## config.mk

```make
export PLATFORM = sky130hd
export DESIGN_NAME = mbst_tap
export DESIGN_NICKNAME = d
export VERILOG_FILES = /design/src/verilog/mbst_fifo.v /design/src/verilog/mbst_tap.v
export VERILOG_INCLUDE_DIRS = /design/src /design/src/verilog
export SDC_FILE = /design/constraint.sdc
export NUM_CORES = 2
export LEC_CHECK = 0
export ABC_AREA = 0
export BUFFER_PORTS_ARGS = -buffer_cell sky130_fd_sc_hd__buf_2
export CELL_PAD_IN_SITES_DETAIL_PLACEMENT = 1
export CELL_PAD_IN_SITES_GLOBAL_PLACEMENT = 2
export CORE_MARGIN = 2
export CORE_UTILIZATION = 51
export CTS_BUF_LIST = sky130_fd_sc_hd__clkbuf_2 sky130_fd_sc_hd__clkbuf_4 sky130_fd_sc_hd__clkbuf_8
export CTS_CLUSTER_SIZE = 20
export DETAILED_ROUTE_END_ITERATION = 10
export GPL_TIMING_DRIVEN = 1
export PLACE_DENSITY = 0.9
export SETUP_SLACK_MARGIN = 0.1
export SLEW_MARGIN = 10
export SYNTH_ARGS = -nofsm -noshare
export SYNTH_HDL_FRONTEND = slang
export SYNTH_SLANG_ARGS = --single-unit
```

## constraint.sdc

```tcl
create_clock -name clock -period 5.6 [get_ports clock]
set_input_delay 0.56 -clock clock [delete_from_list [all_inputs] [get_ports clock]]
set_output_delay 0.56 -clock clock [all_outputs]
set_load 0.01 [all_outputs]
```

## src/verilog/mbst_defines.vh

```
`ifndef MBST_DEFINES_VH
`define MBST_DEFINES_VH

// ----------------------------------------
// Register lengths
// ----------------------------------------
`define MBST_IR_LEN        3
`define MBST_ID_LEN        32
`define MBST_BSR_LEN       107
`define MBST_FIFO_DEPTH    16

// ----------------------------------------
// Instruction codes
// ----------------------------------------
`define MBST_INS_EXTEST    3'h0
`define MBST_INS_IDCODE    3'h1
`define MBST_INS_SAMPLEZ   3'h2
`define MBST_INS_SAMPLE    3'h4
`define MBST_INS_BYPASS    3'h7
`define MBST_IR_CAPTURE    3'h1

// ----------------------------------------
// Reset values and timing
// ----------------------------------------
`define MBST_ID_DEFAULT    32'h0a5c_3001
`define MBST_TCK_MIN_NS    50

`endif

```

## src/verilog/mbst_fifo.v

```verilog
`default_nettype none

module mbst_fifo #(
    parameter WIDTH = 8,
    parameter DEPTH = 16,
    parameter AW    = 4
) (
    input  wire             clock,
    input  wire             rst_n,
    input  wire [WIDTH-1:0] in_data,
    input  wire             in_valid,
    output reg              in_ready,
    output wire [WIDTH-1:0] out_data,
    output reg              out_valid,
    input  wire             out_ready
);

    // ----------------------------------------
    // Storage and pointers
    // ----------------------------------------
    // DEPTH must equal 2**AW so the pointers wrap by themselves
    reg [WIDTH-1:0] mem [0:DEPTH-1];
    reg [AW-1:0]    wr_ptr;
    reg [AW-1:0]    rd_ptr;
    reg [AW:0]      count;
    reg [AW:0]      next_count;
    wire            push;
    wire            pop;

    assign push     = in_valid & in_ready;
    assign pop      = out_ready & out_valid;
    assign out_data = mem[rd_ptr];

    always @* begin
        next_count = count;
        if (push & ~pop) begin
            next_count = count + {{AW{1'h0}}, 1'h1};
        end else if (pop & ~push) begin
            next_count = count - {{AW{1'h0}}, 1'h1};
        end
    end

    always @(posedge clock) begin
        if (push) begin
            mem[wr_ptr] <= in_data;
        end
    end

    // Flags are registered so both ready and valid leave straight from flops
    always @(posedge clock or negedge rst_n) begin
        if (!rst_n) begin
            wr_ptr    <= {AW{1'h0}};
            rd_ptr    <= {AW{1'h0}};
            count     <= {(AW+1){1'h0}};
            in_ready  <= 1'h1;
            out_valid <= 1'h0;
        end else begin
            if (push) begin
                wr_ptr <= wr_ptr + {{(AW-1){1'h0}}, 1'h1};
            end
            if (pop) begin
                rd_ptr <= rd_ptr + {{(AW-1){1'h0}}, 1'h1};
            end
            count     <= next_count;
            in_ready  <= (next_count != DEPTH[AW:0]);
            out_valid <= (next_count != {(AW+1){1'h0}});
        end
    end

endmodule

`default_nettype wire

```

## src/verilog/mbst_tap.v

```verilog
// Function
// - Only a reduced set of boundary-scan instructions is implemented.
// - Test data and mode select inputs are weakly pulled high.
// - All test inputs are sampled on rising test clock edges.
// - Serial output changes only on falling test clock edges.
// - Controller advances only by mode select sampled on each rising edge.
// - Shift path chosen by controller state and current instruction.
// - Five rising edges with mode select high reach test-logic-reset.
// - Power-up reset forces the controller into test-logic-reset.
// - Identification instruction is default; selects a 32-bit ID register.
// - Bypass places a single-bit register in the serial path.
// - Sample-with-float floats memory outputs, captures and shifts pad states.
`include "mbst_defines.vh"
`default_nettype none

module mbst_tap #(
    parameter        BSR_LEN    = `MBST_BSR_LEN,
    parameter        FIFO_DEPTH = `MBST_FIFO_DEPTH,
    parameter        FIFO_AW    = 4,
    // Identification value is arbitrary
    parameter [31:0] ID_CODE    = `MBST_ID_DEFAULT
) (
    input  wire               clock,
    input  wire               rst_n,
    input  wire               tck,
    input  wire               tms,
    input  wire               tdi,
    output reg                tdo,
    output reg                tdo_oe,
    output reg                tms_pull_en,
    output reg                tdi_pull_en,
    input  wire [BSR_LEN-1:0] pad_snap_data,
    input  wire               pad_snap_valid,
    output wire               pad_snap_ready,
    output reg                mem_out_hiz,
    output reg                extest_drive,
    output reg  [BSR_LEN-1:0] bsr_drive_data
);

    // ----------------------------------------
    // Controller states
    // ----------------------------------------
    localparam [3:0] ST_RESET   = 4'h0;
    localparam [3:0] ST_IDLE    = 4'h1;
    localparam [3:0] ST_SEL_DR  = 4'h2;
    localparam [3:0] ST_CAP_DR  = 4'h3;
    localparam [3:0] ST_SH_DR   = 4'h4;
    localparam [3:0] ST_EX1_DR  = 4'h5;
    localparam [3:0] ST_PA_DR   = 4'h6;
    localparam [3:0] ST_EX2_DR  = 4'h7;
    localparam [3:0] ST_UP_DR   = 4'h8;
    localparam [3:0] ST_SEL_IR  = 4'h9;
    localparam [3:0] ST_CAP_IR  = 4'ha;
    localparam [3:0] ST_SH_IR   = 4'hb;
    localparam [3:0] ST_EX1_IR  = 4'hc;
    localparam [3:0] ST_PA_IR   = 4'hd;
    localparam [3:0] ST_EX2_IR  = 4'he;
    localparam [3:0] ST_UP_IR   = 4'hf;

    localparam IR_LEN = `MBST_IR_LEN;
    localparam ID_LEN = `MBST_ID_LEN;

    // ----------------------------------------
    // Pin synchronisers
    // ----------------------------------------
    // Test pins are asynchronous to clock; the third tck stage is for edge finding
    reg tck_s1;
    reg tck_s2;
    reg tck_s3;
    reg tms_s1;
    reg tms_s2;
    reg tdi_s1;
    reg tdi_s2;

    always @(posedge clock or negedge rst_n) begin
        if (!rst_n) begin
            tck_s1 <= 1'h0;
            tck_s2 <= 1'h0;
            tck_s3 <= 1'h0;
            tms_s1 <= 1'h1;
            tms_s2 <= 1'h1;
            tdi_s1 <= 1'h1;
            tdi_s2 <= 1'h1;
        end else begin
            tck_s1 <= tck;
            tck_s2 <= tck_s1;
            tck_s3 <= tck_s2;
            tms_s1 <= tms;
            tms_s2 <= tms_s1;
            tdi_s1 <= tdi;
            tdi_s2 <= tdi_s1;
        end
    end

    wire tck_rise;
    wire tck_fall;

    // A test clock held low yields no edges, so all scan logic below stays still; the pad snapshot queue still fills
    assign tck_rise = tck_s2 & ~tck_s3;
    assign tck_fall = ~tck_s2 & tck_s3;

    // ----------------------------------------
    // Controller state machine
    // ----------------------------------------
    reg [3:0] state;
    reg [3:0] next_state;

    always @* begin
        case (state)
            ST_RESET:  next_state = tms_s2 ? ST_RESET  : ST_IDLE;
            ST_IDLE:   next_state = tms_s2 ? ST_SEL_DR : ST_IDLE;
            ST_SEL_DR: next_state = tms_s2 ? ST_SEL_IR : ST_CAP_DR;
            ST_CAP_DR: next_state = tms_s2 ? ST_EX1_DR : ST_SH_DR;
            ST_SH_DR:  next_state = tms_s2 ? ST_EX1_DR : ST_SH_DR;
            ST_EX1_DR: next_state = tms_s2 ? ST_UP_DR  : ST_PA_DR;
            ST_PA_DR:  next_state = tms_s2 ? ST_EX2_DR : ST_PA_DR;
            ST_EX2_DR: next_state = tms_s2 ? ST_UP_DR  : ST_SH_DR;
            ST_UP_DR:  next_state = tms_s2 ? ST_SEL_DR : ST_IDLE;
            // Five high samples from any state end here
            ST_SEL_IR: next_state = tms_s2 ? ST_RESET  : ST_CAP_IR;
            ST_CAP_IR: next_state = tms_s2 ? ST_EX1_IR : ST_SH_IR;
            ST_SH_IR:  next_state = tms_s2 ? ST_EX1_IR : ST_SH_IR;
            ST_EX1_IR: next_state = tms_s2 ? ST_UP_IR  : ST_PA_IR;
            ST_PA_IR:  next_state = tms_s2 ? ST_EX2_IR : ST_PA_IR;
            ST_EX2_IR: next_state = tms_s2 ? ST_UP_IR  : ST_SH_IR;
            ST_UP_IR:  next_state = tms_s2 ? ST_SEL_DR : ST_IDLE;
            default:   next_state = ST_RESET;
        endcase
    end

    always @(posedge clock or negedge rst_n) begin
        if (!rst_n) begin
            state <= ST_RESET;
        end else if (tck_rise) begin
            state <= next_state;
        end
    end

    // ----------------------------------------
    // State decode
    // ----------------------------------------
    // Capture, shift and update below fire on the tck rise that leaves the decoded state; tdo follows on the fall
    wire in_cap_dr;
    wire in_sh_dr;
    wire in_up_dr;
    wire in_cap_ir;
    wire in_sh_ir;
    wire in_up_ir;
    wire in_shift;

    assign in_cap_dr = (state == ST_CAP_DR);
    assign in_sh_dr  = (state == ST_SH_DR);
    assign in_up_dr  = (state == ST_UP_DR);
    assign in_cap_ir = (state == ST_CAP_IR);
    assign in_sh_ir  = (state == ST_SH_IR);
    assign in_up_ir  = (state == ST_UP_IR);
    assign in_shift  = in_sh_dr | in_sh_ir;

    // ----------------------------------------
    // Instruction decode
    // ----------------------------------------
    reg  [IR_LEN-1:0] ir;
    reg  [IR_LEN-1:0] ir_sr;
    wire              sel_id;
    wire              sel_bsr;

    // Reserved codes fall back to bypass
    assign sel_id  = (ir == `MBST_INS_IDCODE);
    assign sel_bsr = (ir == `MBST_INS_EXTEST) | (ir == `MBST_INS_SAMPLE) |
                     (ir == `MBST_INS_SAMPLEZ);

    always @(posedge clock or negedge rst_n) begin
        if (!rst_n) begin
            ir    <= `MBST_INS_IDCODE;
            ir_sr <= `MBST_IR_CAPTURE;
        end else if (tck_rise) begin
            if (next_state == ST_RESET) begin
                ir <= `MBST_INS_IDCODE;
            end else if (in_up_ir) begin
                ir <= ir_sr;
            end
            if (in_cap_ir) begin
                ir_sr <= `MBST_IR_CAPTURE;
            end else if (in_sh_ir) begin
                ir_sr <= {tdi_s2, ir_sr[IR_LEN-1:1]};
            end
        end
    end

    // ----------------------------------------
    // Data registers
    // ----------------------------------------
    reg  [ID_LEN-1:0]  id_sr;
    reg                byp_sr;
    reg  [BSR_LEN-1:0] bsr_sr;
    wire [BSR_LEN-1:0] snap_data;
    wire               snap_valid;
    wire               snap_pop;

    // Capture takes the oldest pad snapshot; with none queued the cells keep their value
    assign snap_pop = tck_rise & in_cap_dr & sel_bsr & snap_valid;

    always @(posedge clock or negedge rst_n) begin
        if (!rst_n) begin
            id_sr  <= {ID_LEN{1'h0}};
            byp_sr <= 1'h0;
            bsr_sr <= {BSR_LEN{1'h0}};
        end else if (tck_rise) begin
            if (in_cap_dr) begin
                byp_sr <= 1'h0;
                if (sel_id) begin
                    id_sr <= ID_CODE;
                end
                if (snap_pop) begin
                    bsr_sr <= snap_data;
                end
            end else if (in_sh_dr) begin
                if (sel_id) begin
                    id_sr <= {tdi_s2, id_sr[ID_LEN-1:1]};
                end else if (sel_bsr) begin
                    bsr_sr <= {tdi_s2, bsr_sr[BSR_LEN-1:1]};
                end else begin
                    byp_sr <= tdi_s2;
                end
            end
        end
    end

    // ----------------------------------------
    // Pad control
    // ----------------------------------------
    always @(posedge clock or negedge rst_n) begin
        if (!rst_n) begin
            mem_out_hiz    <= 1'h0;
            extest_drive   <= 1'h0;
            bsr_drive_data <= {BSR_LEN{1'h0}};
            tms_pull_en    <= 1'h1;
            tdi_pull_en    <= 1'h1;
        end else begin
            mem_out_hiz  <= (ir == `MBST_INS_SAMPLEZ);
            extest_drive <= (ir == `MBST_INS_EXTEST);
            tms_pull_en  <= 1'h1;
            tdi_pull_en  <= 1'h1;
            if (tck_rise && in_up_dr && sel_bsr) begin
                bsr_drive_data <= bsr_sr;
            end
        end
    end

    // ----------------------------------------
    // Serial output
    // ----------------------------------------
    reg shift_bit;

    always @* begin
        if (in_sh_ir) begin
            shift_bit = ir_sr[0];
        end else if (sel_id) begin
            shift_bit = id_sr[0];
        end else if (sel_bsr) begin
            shift_bit = bsr_sr[0];
        end else begin
            shift_bit = byp_sr;
        end
    end

    // Output is launched half a cycle ahead of the next sampling edge
    always @(posedge clock or negedge rst_n) begin
        if (!rst_n) begin
            tdo    <= 1'h0;
            tdo_oe <= 1'h0;
        end else if (tck_fall) begin
            tdo    <= shift_bit;
            tdo_oe <= in_shift;
        end
    end

    // ----------------------------------------
    // Pad snapshot queue
    // ----------------------------------------
    // Pad logic on this clock hands in snapshots; the queue decouples them from scan pace
    mbst_fifo #(
        .WIDTH (BSR_LEN),
        .DEPTH (FIFO_DEPTH),
        .AW    (FIFO_AW)
    ) u_snap_fifo (
        .clock     (clock),
        .rst_n     (rst_n),
        .in_data   (pad_snap_data),
        .in_valid  (pad_snap_valid),
        .in_ready  (pad_snap_ready),
        .out_data  (snap_data),
        .out_valid (snap_valid),
        .out_ready (snap_pop)
    );

endmodule

`default_nettype wire
```

==> impl_metrics.yaml <==
power:
  peakVddDrop_v: 0.0003254
  p_per_area_mw_per_mm2: 474.1
  power_mw: 40.89
  p_leak_nw: 29.27
floorplanning:
  io_pins: 227
  die_x_um: 387.4
  num_rows: 140
  fp.dieArea_mm2: 0.1501
  fp.dieH_um: 387.4
  coreArea_mm2: 0.1457
  start_util: 0.5144
clocking:
  clock_latency_ns: 1.08
  cts_tree: "yes"
  post-cts-setup-buffers: 0
  cts-buffers-inserted: 326
  htree_levels: 5
  clk_pin_slew_ns: 0.07
  post_cts_resized: 0
  root_buffer: "clkbuf_8"
  clock-sinks: 1995
  cts_max_path_buffers: 4
global_route:
  grt_pass1_vias: 44805
  grt_util_all_layers: 0.3136
  grt_start_max_net_pins: 108
  antenna_found_initial: 36
  grt_first_pass_wirelength_mm: 335.5
  grt-ovfl-total: 0
layout:
  post-route-util: 0.5918
  syn_to_final_growth_pct: 15.06
  nFillCells: 12433
  fin_area_mm2: 0.08625
  fin_nets: 4079
  mostFrequentLayoutCell: "edfxtp_1"
  layout_common_cells: "edfxtp_1, mux4_2, clkbuf_8"
  drive_gt1_frac: 0.3336
detailed_routing:
  drt_pass1_iterations: 5
  detail_route.wl_per_cell_um: 38.12
  vias: 42245
  drtIter0Drc: 6709
  vias_per_cell: 6.884
  drc: 0
  wirelength_mm: 233.9
  ant_nets: 0
place:
  gp_congestion: 0.7366
  dp_worst_setup_slack_ns: 2.014
  placed_area_mm2: 0.07853
  port_buffers: 224
  dpl.hpwl_mm: 100.4
sta:
  rsz0062_at_grt: "false"
  fin_crit_sh: 0.6787
  final_max_slew_viol_count: 0
  fin_tns_setup_ns: 0
  setup_ws_ns: 1.799
  tightest_slew_ns: 1.262
  hold_violations: 0
  clock.fmax_mhz: 263.1
  min_period_ns: 3.801
  skew_ns: 0.08828
  slew_headroom: 0.1584
  setup-violations-final: 0
synthesis:
  ys_seq_elements: 1995
  async_flop_share: 0.1419
  synth.distinct_cells: 50
  synth-edff-count: 1712
  syn_avg_cell_area_um2: 21.77
  ys_seq_area_frac: 0.7804
  synth_top_area_share: 0.6858
  ys_warn_count: 0
  synthFlopType: "edfxtp_1"
  yosysTopAreaCell: "edfxtp_1"
  syn_inst: 3443
  yosys-top-cells-area: "edfxtp_1, mux4_2, dfrtp_1"
  syn_area_mm2: 0.07496
worst_setup_path:
  critPathRequiredTime_ns: 6.57
  ff2ff_path_depth: 5
  end_kind: "flip-flop"
  critPathKind: "flip-flop to flip-flop"
  cp_max_fo: 55
  crit_arrival_ns: 4.77
  start_kind: "flip-flop"
outcome:
  status: "finished clean"
flow_run:
  cap_violations: 0
min_path:
  min_path_type: "input port to async pin"
metal layers:
metal,wire [um],global-route usage,vias up
met3,26400,0.08027,776
met2,114900,0.5010,3894
met1,81320,0.4012,21961
li1,-,-,15580
met5,233,0,-
met4,11060,0.1602,34
cells by family after synthesis:
| logic type | synth area share |
|---|---|
| AO/OA/AOI/OAI | 0.04820 |
| XOR/XNOR | 0.001285 |
| adder cells (fa/ha/maj) | 0.001302 |
| buffers and inverters | 0.01280 |
| flip-flops | 0.7804 |
| multiplexers | 0.1457 |
| other | 0.00005002 |
| AND/OR/NAND/NOR | 0.01023 |
sequential cells by signal (all words and copies together) (netlist names), 3 cells and up:
signal,flops
bsr_drive_data,107
bsr_sr,107
id_sr,32
ir,3
ir_sr,3
state,4
u_snap_fifo.count,5
u_snap_fifo.mem,1712
u_snap_fifo.rd_ptr,4
u_snap_fifo.wr_ptr,4
cell type report:
cell class,instances,area (um^2),area share
sequential,1995,58510,0.6783
multi-input combinational,1221,15590,0.1808
clock buffer,504,6055,0.07020
timing repair buffer,400,3080,0.03572
tap,1917,2399,0.02781
clock inverter,71,524.3,0.006078
inverter,15,56.30,0.0006528
antenna,14,35.03,0.0004062
metrics by stage:
step | std cells | hold slack (ns)
CTS | 6123 | 0.06835
detailed placement | 5437 | 0.3485
floorplan | 3444 | 0.2644
finish | 6137 | 0.1381
global route | 6135 | 0.1262
global placement | 5437 | 0.3387
what timing repair did:
item	CTS	global route
hold buffers	111	0
hold endpoints to repair	1805	0
endpoints found under the setup margin	0	0
synth_stat cells (2+ instances only):
library cell  number
nand2b_1           2
o21ai_0           45
buf_2             53
clkbuf_1         135
nor2b_1            6
dfrtp_1          276
and2_1            14
inv_1             15
mux2_2           108
nor2_1            21
edfxtp_1        1712
xnor2_1           11
nand2_1           74
buf_6              4
buf_1             19
mux2i_1            7
a21o_1             2
a31oi_1            3
a221o_1          108
nor3_1             6
nor3b_1            2
dfstp_2            7
and3_1             8
mux4_2           428
nand4_1            8
nand3_1            7
ha_1               7
o31ai_1            2
buf_4              2
a22oi_1          214
a21oi_1          118
worst max-delay path, stage by stage (launching register included):
cell and delay [ns]:
dfrtp_1 0.72, nand3_1 0.82, a21oi_1 0.38, or3_4 0.93
buf_12 0.44, a221o_1 0.33
worst paths after layout:
check                                from               endpoint  slack (ns)
max                              state[0]             bsr_sr[91]        1.80
min                                 rst_n              bsr_sr[6]        0.14
max reg2reg                      state[0]             bsr_sr[91]        1.80
min reg2reg                        tdi_s1                 tdi_s2        0.34
max in group asynchronous           rst_n     bsr_drive_data[78]        4.02
min in group clock         pad_snap_valid  u_snap_fifo.wr_ptr[3]        0.17
where the power goes:
group	internal, mW	switching, mW	total [mW]
combinational	3.26	4.49	7.76
clock	7.24	6.41	13.7
sequential	18.1	1.43	19.5
Power figures use the tool's default switching activity.
